<file path="src/qcc_consts.svh">
// Register offsets, field positions and reset values of the encoder control
`ifndef QCC_CONSTS_SVH
`define QCC_CONSTS_SVH

// ************************************************************
// Register map (byte addresses)
// ************************************************************
`define QCC_ADDR_CTRL      12'h000
`define QCC_ADDR_PHASE     12'h004
`define QCC_ADDR_POS_LOW   12'h008
`define QCC_ADDR_POS_HIGH  12'h00c
`define QCC_ADDR_STATUS    12'h010

// ************************************************************
// Control register fields
// ************************************************************
`define QCC_CCM_LSB        0
`define QCC_CCM_MSB        1
`define QCC_GATE_BIT       2
`define QCC_DIR_BIT        3
`define QCC_DIV_LSB        4
`define QCC_DIV_MSB        6
`define QCC_PIM_LSB        10
`define QCC_PIM_MSB        12
`define QCC_CTRL_WMASK     16'h1c7f
`define QCC_CTRL_RESET     16'h0000

// ************************************************************
// Phase configuration register fields
// ************************************************************
`define QCC_IMV_LSB        0
`define QCC_IMV_MSB        1
`define QCC_SWAP_BIT       2
`define QCC_APOL_BIT       3
`define QCC_BPOL_BIT       4
`define QCC_PHASE_WMASK    16'h001f
`define QCC_PHASE_RESET    16'h0000

`endif

</file>
<file path="src/qcc_pkg.sv">
// Types shared by the encoder counter control files
`default_nettype none
package qcc_pkg;
    typedef enum logic [1:0] {
        QCC_MODE_QUAD   = 2'b00,
        QCC_MODE_EXTDIR = 2'b01,
        QCC_MODE_EXTCLK = 2'b10,
        QCC_MODE_TIMER  = 2'b11
    } qcc_mode_e;

    typedef struct packed {
        qcc_mode_e  mode;
        logic       gate_en;
        logic       dir_inv;
        logic [2:0] div_sel;
        logic [2:0] pim;
    } qcc_cfg_s;

    typedef struct packed {
        logic       phase_a;
        logic       phase_b;
        logic       index;
        logic       ext_clk;
        logic       ext_up;
        logic       gate;
    } qcc_pins_s;
endpackage
`default_nettype wire

</file>
<file path="src/qcc_control.sv">
// APB encoder counter control: mode, prescale, gating and index reset
//
// Chosen here: the address map and register access over APB.
`include "qcc_consts.svh"
`default_nettype none
// Operation
// - Prescale code divides timer clock by 2**code; external edges count only on a prescale tick; mode 00 unscaled
// - Invert 0 counts up unless external down (mode 00: unless phase B leads)
// - Gate enable lets external gate stop counting
// - Mode 11 runs internal timer
// - Mode 10 counts external clock
// - Mode 01 external clock with external direction
// - Mode 00 x4 quadrature decode
// - Modes 10/11 timers, init mode ignored
// - Quadrature index match resets position counter
// - Match uses swapped, polarity-adjusted phases
module qcc_control #(
    parameter int DIV_W = 3,
    parameter int POS_W = 32
) (
    input  wire logic                    CLK,
    input  wire logic                    RESET,
    input  wire logic                    PSEL,
    input  wire logic                    PENABLE,
    input  wire logic                    PWRITE,
    input  wire logic [11:0]             PADDR,
    input  wire logic [31:0]             PWDATA,
    output logic      [31:0]             PRDATA,
    output logic                         PREADY,
    output logic                         PSLVERR,
    input  wire qcc_pkg::qcc_pins_s      PINS,
    output logic      [POS_W-1:0]        POSITION,
    output logic                         COUNT_TICK,
    output logic                         COUNT_UP,
    output logic                         TIMER_MODE,
    output logic      [2:0]              INIT_MODE
);
    // ************************************************************
    // State
    // ************************************************************
    typedef struct packed {
        logic [15:0]      ctrl;
        logic [15:0]      phase;
        logic [POS_W-1:0] pos;
        logic [31:0]      rdata;
        logic             ext_clk_d;
        logic             tick;
        logic             up;
        logic             index_hit;
    } qcc_state_s;

    qcc_state_s st_reg;
    qcc_state_s st_next;

    qcc_pkg::qcc_cfg_s cfg;
    logic              pre_tick;
    logic              cond_a;
    logic              cond_b;
    logic              q_step;
    logic              q_up;
    logic              ext_edge;
    logic              gate_ok;
    logic              raw_step;
    logic              raw_up;
    logic              match;
    logic              wr;
    logic              rd;
    logic              hit;

    if (DIV_W != 3) begin : g_bad_div
        $error("DIV_W must be 3 for this register layout");
    end
    if (POS_W < 17 || POS_W > 32) begin : g_bad_pos
        $error("POS_W must be 17..32");
    end

    // ************************************************************
    // Submodules
    // ************************************************************
    qcc_prescaler #(
        .DIV_W   (DIV_W)
    ) u_pre (
        .CLK     (CLK),
        .RESET   (RESET),
        .DIV_SEL (cfg.div_sel),
        .TICK    (pre_tick)
    );

    qcc_phase_cond u_pc (
        .CLK     (CLK),
        .RESET   (RESET),
        .PHASE_A (PINS.phase_a),
        .PHASE_B (PINS.phase_b),
        .SWAP    (st_reg.phase[`QCC_SWAP_BIT]),
        .A_POL   (st_reg.phase[`QCC_APOL_BIT]),
        .B_POL   (st_reg.phase[`QCC_BPOL_BIT]),
        .COND_A  (cond_a),
        .COND_B  (cond_b),
        .STEP    (q_step),
        .STEP_UP (q_up)
    );

    // ************************************************************
    // Next state
    // ************************************************************
    always_comb begin
        st_next = st_reg;
        cfg.mode    = qcc_pkg::qcc_mode_e'(
            st_reg.ctrl[`QCC_CCM_MSB:`QCC_CCM_LSB]);
        cfg.gate_en = st_reg.ctrl[`QCC_GATE_BIT];
        cfg.dir_inv = st_reg.ctrl[`QCC_DIR_BIT];
        cfg.div_sel = st_reg.ctrl[`QCC_DIV_MSB:`QCC_DIV_LSB];
        cfg.pim     = st_reg.ctrl[`QCC_PIM_MSB:`QCC_PIM_LSB];

        wr = PSEL && PENABLE && PWRITE;
        rd = PSEL && !PENABLE && !PWRITE;
        ext_edge = PINS.ext_clk && !st_reg.ext_clk_d;
        st_next.ext_clk_d = PINS.ext_clk;
        // Gate ignored unless enabled
        gate_ok = !cfg.gate_en || PINS.gate;

        // Mode select; only quadrature decode is not prescaled, the
        // decoder samples every cycle so the prescaled clock limit is
        // the encoder's concern
        case (cfg.mode)
            qcc_pkg::QCC_MODE_QUAD: begin
                raw_step = q_step;
                raw_up   = q_up;
            end
            qcc_pkg::QCC_MODE_EXTDIR: begin
                raw_step = ext_edge;
                raw_up   = PINS.ext_up;
            end
            qcc_pkg::QCC_MODE_EXTCLK: begin
                raw_step = ext_edge;
                raw_up   = PINS.ext_up;
            end
            default: begin
                raw_step = pre_tick;
                raw_up   = PINS.ext_up;
            end
        endcase
        if (cfg.mode != qcc_pkg::QCC_MODE_QUAD &&
            cfg.mode != qcc_pkg::QCC_MODE_TIMER) begin
            raw_step = raw_step && pre_tick;
        end

        // External up level drives up outside quadrature mode (decoder direction in mode 00); invert flips sense
        st_next.up   = raw_up ^ cfg.dir_inv;
        st_next.tick = raw_step && gate_ok;

        // Index match in quadrature mode only
        match = (cfg.mode == qcc_pkg::QCC_MODE_QUAD)
            && ({cond_a, cond_b}
                == st_reg.phase[`QCC_IMV_MSB:`QCC_IMV_LSB]);
        hit = match;
        st_next.index_hit = st_reg.index_hit || hit;

        if (hit) begin
            st_next.pos = '0;
        end else if (st_next.tick) begin
            st_next.pos = st_next.up ? st_reg.pos + 1'b1
                                     : st_reg.pos - 1'b1;
        end

        // Register writes
        if (wr) begin
            if (PADDR == `QCC_ADDR_CTRL) begin
                st_next.ctrl = PWDATA[15:0] & `QCC_CTRL_WMASK;
            end else if (PADDR == `QCC_ADDR_PHASE) begin
                st_next.phase = PWDATA[15:0] & `QCC_PHASE_WMASK;
            end else if (PADDR == `QCC_ADDR_STATUS) begin
                // Hit in same cycle wins over the clear
                if (PWDATA[0] && !hit) begin
                    st_next.index_hit = 1'b0;
                end
            end
        end

        // Read data captured in setup phase
        if (rd) begin
            if (PADDR == `QCC_ADDR_CTRL) begin
                st_next.rdata = {16'h0000, st_reg.ctrl};
            end else if (PADDR == `QCC_ADDR_PHASE) begin
                st_next.rdata = {16'h0000, st_reg.phase};
            end else if (PADDR == `QCC_ADDR_POS_LOW) begin
                st_next.rdata = {16'h0000, st_reg.pos[15:0]};
            end else if (PADDR == `QCC_ADDR_POS_HIGH) begin
                st_next.rdata = 32'(st_reg.pos[POS_W-1:16]);
            end else if (PADDR == `QCC_ADDR_STATUS) begin
                st_next.rdata = {27'h0000000, cond_b, cond_a,
                                 st_reg.up, st_reg.tick, st_reg.index_hit};
            end else begin
                st_next.rdata = 32'h00000000;
            end
        end

        PREADY  = 1'b1;
        PSLVERR = PSEL && PENABLE
            && PADDR != `QCC_ADDR_CTRL && PADDR != `QCC_ADDR_PHASE
            && PADDR != `QCC_ADDR_POS_LOW && PADDR != `QCC_ADDR_POS_HIGH
            && PADDR != `QCC_ADDR_STATUS;
    end

    // ************************************************************
    // Outputs
    // ************************************************************
    assign PRDATA     = st_reg.rdata;
    assign POSITION   = st_reg.pos;
    assign COUNT_TICK = st_reg.tick;
    assign COUNT_UP   = st_reg.up;
    // Timer modes ignore the init mode field
    assign TIMER_MODE = st_reg.ctrl[`QCC_CCM_MSB];
    assign INIT_MODE  = st_reg.ctrl[`QCC_CCM_MSB] ? 3'h0
        : st_reg.ctrl[`QCC_PIM_MSB:`QCC_PIM_LSB];

    always_ff @(posedge CLK or posedge RESET) begin
        if (RESET) begin
            st_reg       <= '0;
            st_reg.ctrl  <= `QCC_CTRL_RESET;
            st_reg.phase <= `QCC_PHASE_RESET;
        end else begin
            st_reg <= st_next;
        end
    end
endmodule // qcc_control
`default_nettype wire

</file>
<file path="src/qcc_prescaler.sv">
// Power-of-two prescaler that emits one-cycle count ticks
`default_nettype none
module qcc_prescaler #(
    parameter int DIV_W = 3
) (
    input  wire logic             CLK,
    input  wire logic             RESET,
    input  wire logic [DIV_W-1:0] DIV_SEL,
    output logic                  TICK
);
    localparam int CNT_W = (1 << DIV_W) - 1;

    typedef struct packed {
        logic [CNT_W-1:0] cnt;
    } qcc_pre_state_s;

    qcc_pre_state_s st_reg;
    qcc_pre_state_s st_next;
    logic [CNT_W-1:0] mask;

    if (DIV_W < 1 || DIV_W > 4) begin : g_bad_div
        $error("DIV_W out of range");
    end

    // Divide by 2**DIV_SEL: tick when masked low bits are all zero
    always_comb begin
        mask = CNT_W'((1 << DIV_SEL) - 1);
        st_next = st_reg;
        st_next.cnt = st_reg.cnt + 1'b1;
        TICK = ((st_reg.cnt & mask) == '0);
    end

    always_ff @(posedge CLK or posedge RESET) begin
        if (RESET) begin
            st_reg <= '0;
        end else begin
            st_reg <= st_next;
        end
    end
endmodule // qcc_prescaler
`default_nettype wire

</file>
<file path="src/qcc_phase_cond.sv">
// Phase swap and polarity conditioning with quadrature edge decode
`default_nettype none
module qcc_phase_cond (
    input  wire logic CLK,
    input  wire logic RESET,
    input  wire logic PHASE_A,
    input  wire logic PHASE_B,
    input  wire logic SWAP,
    input  wire logic A_POL,
    input  wire logic B_POL,
    output logic      COND_A,
    output logic      COND_B,
    output logic      STEP,
    output logic      STEP_UP
);
    typedef struct packed {
        logic a;
        logic b;
        logic valid;
    } qcc_pc_state_s;

    qcc_pc_state_s st_reg;
    qcc_pc_state_s st_next;

    always_comb begin
        // Swap first, then per-phase polarity
        COND_A = (SWAP ? PHASE_B : PHASE_A) ^ A_POL;
        COND_B = (SWAP ? PHASE_A : PHASE_B) ^ B_POL;
        st_next.a = COND_A;
        st_next.b = COND_B;
        st_next.valid = 1'b1;
        // x4: an edge of one phase alone is one step; edges of both phases in one cycle give none
        STEP = st_reg.valid
            && ((COND_A ^ st_reg.a) ^ (COND_B ^ st_reg.b));
        // A leading B counts up
        STEP_UP = st_reg.b ^ COND_A;
    end

    always_ff @(posedge CLK or posedge RESET) begin
        if (RESET) begin
            st_reg <= '0;
        end else begin
            st_reg <= st_next;
        end
    end
endmodule // qcc_phase_cond
`default_nettype wire

</file>
<file path="config.mk">
export PLATFORM = sky130hd
export DESIGN_NAME = qcc_control
export DESIGN_NICKNAME = d
export VERILOG_FILES = /design/src/qcc_pkg.sv /design/src/qcc_control.sv /design/src/qcc_prescaler.sv /design/src/qcc_phase_cond.sv
export VERILOG_INCLUDE_DIRS = /design/src
export SDC_FILE = /design/constraint.sdc
export NUM_CORES = 1
export LEC_CHECK = 0
export BUFFER_PORTS_ARGS = -buffer_cell sky130_fd_sc_hd__buf_2
export CAP_MARGIN = 40
export CORE_ASPECT_RATIO = 0.5
export CORE_MARGIN = 2
export CORE_UTILIZATION = 59
export DETAILED_ROUTE_END_ITERATION = 10
export HOLD_SLACK_MARGIN = 0.06
export PLACE_DENSITY = 0.9
export SYNTH_ARGS = -nofsm -noshare
export SYNTH_HDL_FRONTEND = slang
export SYNTH_SLANG_ARGS = --single-unit
</file>
<file path="constraint.sdc">
create_clock -name CLK -period 12.2 [get_ports CLK]
set_input_delay 0.61 -clock CLK [delete_from_list [all_inputs] [get_ports CLK]]
set_output_delay 0.61 -clock CLK [all_outputs]
set_load 0.005 [all_outputs]
</file>
==> impl_metrics.tcl <==
set metrics [dict create \
    design.die.area_um2 10000 \
    final-hold-violation-count 0 \
    num-nets-final 704 \
    critical_path_cell_count 14 \
    setup_violations 0 \
    max-vdd-ir-drop_mv 0.0801 \
    timing.critical_path.buf_inv 1 \
    critical_path.cell_chain "mux2i_1 -> xnor2_1 -> o211a_4 -> nor2_4 -> inv_2 -> xnor2_1 -> ha_1 -> nor4_1 -> and3b_1 -> nand2_1 -> a21o_1 -> or4b_1 -> a21oi_1 -> mux2_1" \
    worst_ep_required_time_ps 12430 \
    die_height_um 71.9 \
    arr_time_crit_path_ps 5490 \
    via_count 4786 \
    grt_first_pass_wirelength_um 22800 \
    finalClockSkew_ps 6.10 \
    yosys_warnings 0 \
    place_congestion 1.03 \
    routed_via_density 6.24 \
    synth-seq-cells 77 \
    outcome "complete, no violations" \
    clk_latency_ps 350 \
    ctsHoldBuffers 0 \
    worst_r2r_startpoint "st_reg[70]" \
    antenna-diode-count 0 \
    synth_area_um2 5430 \
    synthArstFlopShare_pct 100 \
    maxSlewViolCount 0 \
    synth_seq_area_share_pct 35.5 \
    timing.slew.headroom_pct 41.6 \
    cp_slowest_stage_delay_ps 550 \
    critPathCapture "POSITION[30]" \
    initial_core_util_pct 61.5 \
    synth-edff-count 0 \
    die_width_um 140 \
    hold_path_class "in2async" \
    switching_power_uw 343 \
    synth.top_cell.area_share_pct 35.5 \
    power.static_leakage_nw 2.56 \
    pwr-share-seq_pct 44.7 \
    post-route-drc-count 0 \
    drt_first_iter_violations 737 \
    rsz_0062_raised_after_global_routing "false" \
    setup.reg_to_reg.worst_slack_ps 6940 \
    postRouteAntennaNets 0 \
    finalCriticalPeriod_ps 5260 \
    cts.reportedPaths.clkPinSlew_ps 60 \
    cts_max_level 3 \
    tritoncts.num_buffers 9 \
    timing.reg2reg.worst_path_depth 14 \
    cells_after_synth 631 \
    layout-drive-gt1-share_pct 22.3 \
    yosys.area.top_type "dfrtp_1" \
    critPathLaunch "st_reg[70]" \
    total_power_uw 909 \
    postCtsResizedCells 0 \
    pwr-share-clk_pct 30.5 \
    yosys.cell_types.count 71 \
    grt_usage_pct 29.2 \
    synth.top_cells.by_area "dfrtp_1 (35%), buf_4 (9.1%), nor2_1 (5.5%)" \
    worst_path_max_delay_cell "nor2_4" \
    routed_length_per_instance_um 18.3 \
    ctsLongestPathBuffers 2 \
    avgSynthCellArea_um2 8.61 \
    cp-end-kind "register" \
    r2r-end "POSITION[30]" \
    layout_worst_path_cycle_share_pct 43.1 \
    floorplan.rows 24 \
    timing.max_cap.violations 0 \
    path_max_fanout 34 \
    powerDensity_nw_per_um2 157 \
    combinationalPowerShare_pct 24.8 \
    number_of_antenna_violations_at_the_first_check_in_global_routing 0 \
    largest_reg_flops 32 \
    critical-path-top-delay-family "simple AND/OR/NAND/NOR gates" \
    fmax_mhz 190 \
    clk_root_buffer_cell "clkbuf_16" \
    clock_tree_from_tritoncts "yes" \
    start_kind "register" \
    post-cts-setup-buffer-count 0 \
    tightestPinTransition_ps 873 \
    drt-pass1-iter-count 8 \
    cp_common_cell "xnor2_1" \
    drt_wl_total_um 14000 \
    port_buffers 86 \
    detailed_place_hpwl_um 10100 \
    setup_tns_ps 0 \
    grt_start_max_net_pins 46 \
    area_growth_syn_to_layout_pct 6.40 \
    critical_path_class "reg2reg" \
    core_area_um2 8830 \
    number_of_global_route_vias_before_repair 4408 \
    ios 127 \
    clock_net_sink_count 77 \
    dominantRegCellSynth "dfrtp_1" \
    grt_remaining_overflow 0 \
    power.switching_fraction_pct 37.8 \
    power.internal_uw 565 \
]
## how the worst min path moves through the flow
stage	startpoint	to	slack [ps]	cells after the start
5_1_grt	PINS[2]	st_reg[3]	390	1
6_report	RESET	cfg[0]	340	3
3_5_place_dp	PRDATA[5]	PRDATA[5]	470	2
2_1_floorplan	u_pre.st_reg[6]	u_pre.st_reg[6]	450	1
4_1_cts	RESET	cfg[0]	340	3
3_3_place_gp	PRDATA[4]	PRDATA[4]	460	2
## cell usage in the layout (no fill, tap or decap), types with 5 or more instances in the layout
cell type  synthesis  layout
clkbuf_16          0       9
xnor2_1           28      28
mux2_2            19      19
or4_1              5       5
nor2_1            79      79
or4b_1             5       5
nand4_1           19      19
and2_1             6       6
conb_1             2      18
nor4_1             9       9
nor3_1            19      18
nand3_1           25      25
nor2b_1            8       8
o31ai_1            8       8
a221oi_1           6       6
or3_1              6       6
mux2i_1            9       9
inv_1             12      11
dfrtp_1           77      77
o21ai_0           16      16
buf_2              7      86
xor2_1             5       5
and3_1            13      13
nand2_1           43      43
a21oi_1           39      39
## cells in the mapped netlist (12+ instances only)
| library cell | number |
|---|---|
| nand4_1 | 19 |
| nand2_1 | 43 |
| and3_1 | 13 |
| nor2_1 | 79 |
| clkbuf_1 | 27 |
| buf_4 | 66 |
| a21oi_1 | 39 |
| o21ai_0 | 16 |
| nor3_1 | 19 |
| inv_1 | 12 |
| dfrtp_1 | 77 |
| mux2_2 | 19 |
| xnor2_1 | 28 |
| nand3_1 | 25 |
## cells by family (layout without fill, tap and decap cells)
| logic type | count (synthesis) | count (layout) | share of synthesized area [%] |
|---|---|---|---|
| xor+xnor | 34 | 34 | 5.73 |
| fa+ha+maj | 4 | 4 | 0.921 |
| flops | 77 | 77 | 35.5 |
| mux | 31 | 31 | 6.49 |
| buf+inv | 118 | 121 | 13.0 |
| compound gates | 102 | 102 | 13.0 |
| other cells | 2 | 18 | 0.138 |
| simple gates | 263 | 263 | 25.2 |
## per-layer routing
| layer | part of all wire, % | global-route usage (%) |
|---|---|---|
| met5 | 0 | 0 |
| met4 | 2.0 | 10.8 |
| met3 | 13 | 9.22 |
| met2 | 44 | 43.7 |
| met1 | 42 | 40.3 |
## metrics by stage
stage	std cells	hold WS, ps	util [%]	setup slack, ps	area, um2
after global routing	767	386	65.5	6600	5780
after CTS	767	341	65.5	7060	5780
final	767	336	65.5	6940	5780
after global placement	750	457	61.7	7010	5450
after floorplan	647	446	-	7910	5490
after detailed placement	751	467	62.0	6870	5470
## worst min-delay path, stage by stage
cell,delay (ps)
buf_2,100
inv_2,30
buf_4,370
## power groups by stage
stage	clock, mW	combinational, mW	sequential, mW
detailed placement	0	0.223	0.406
floorplan	0	0.255	0.330
global placement	0	0.213	0.404
CTS	0.283	0.224	0.401
global route	0.292	0.251	0.415
finish	0.277	0.225	0.406
## final cells by class
cell class,instances,area [um2]
timing repair buffer,91,480
sequential,77,1930
inverter,14,52.6
clock inverter,6,71.3
clock buffer,10,239
tap,117,146
fill,741,3050
multi-input combinational,452,2860
Power figures use the tool's default switching activity.
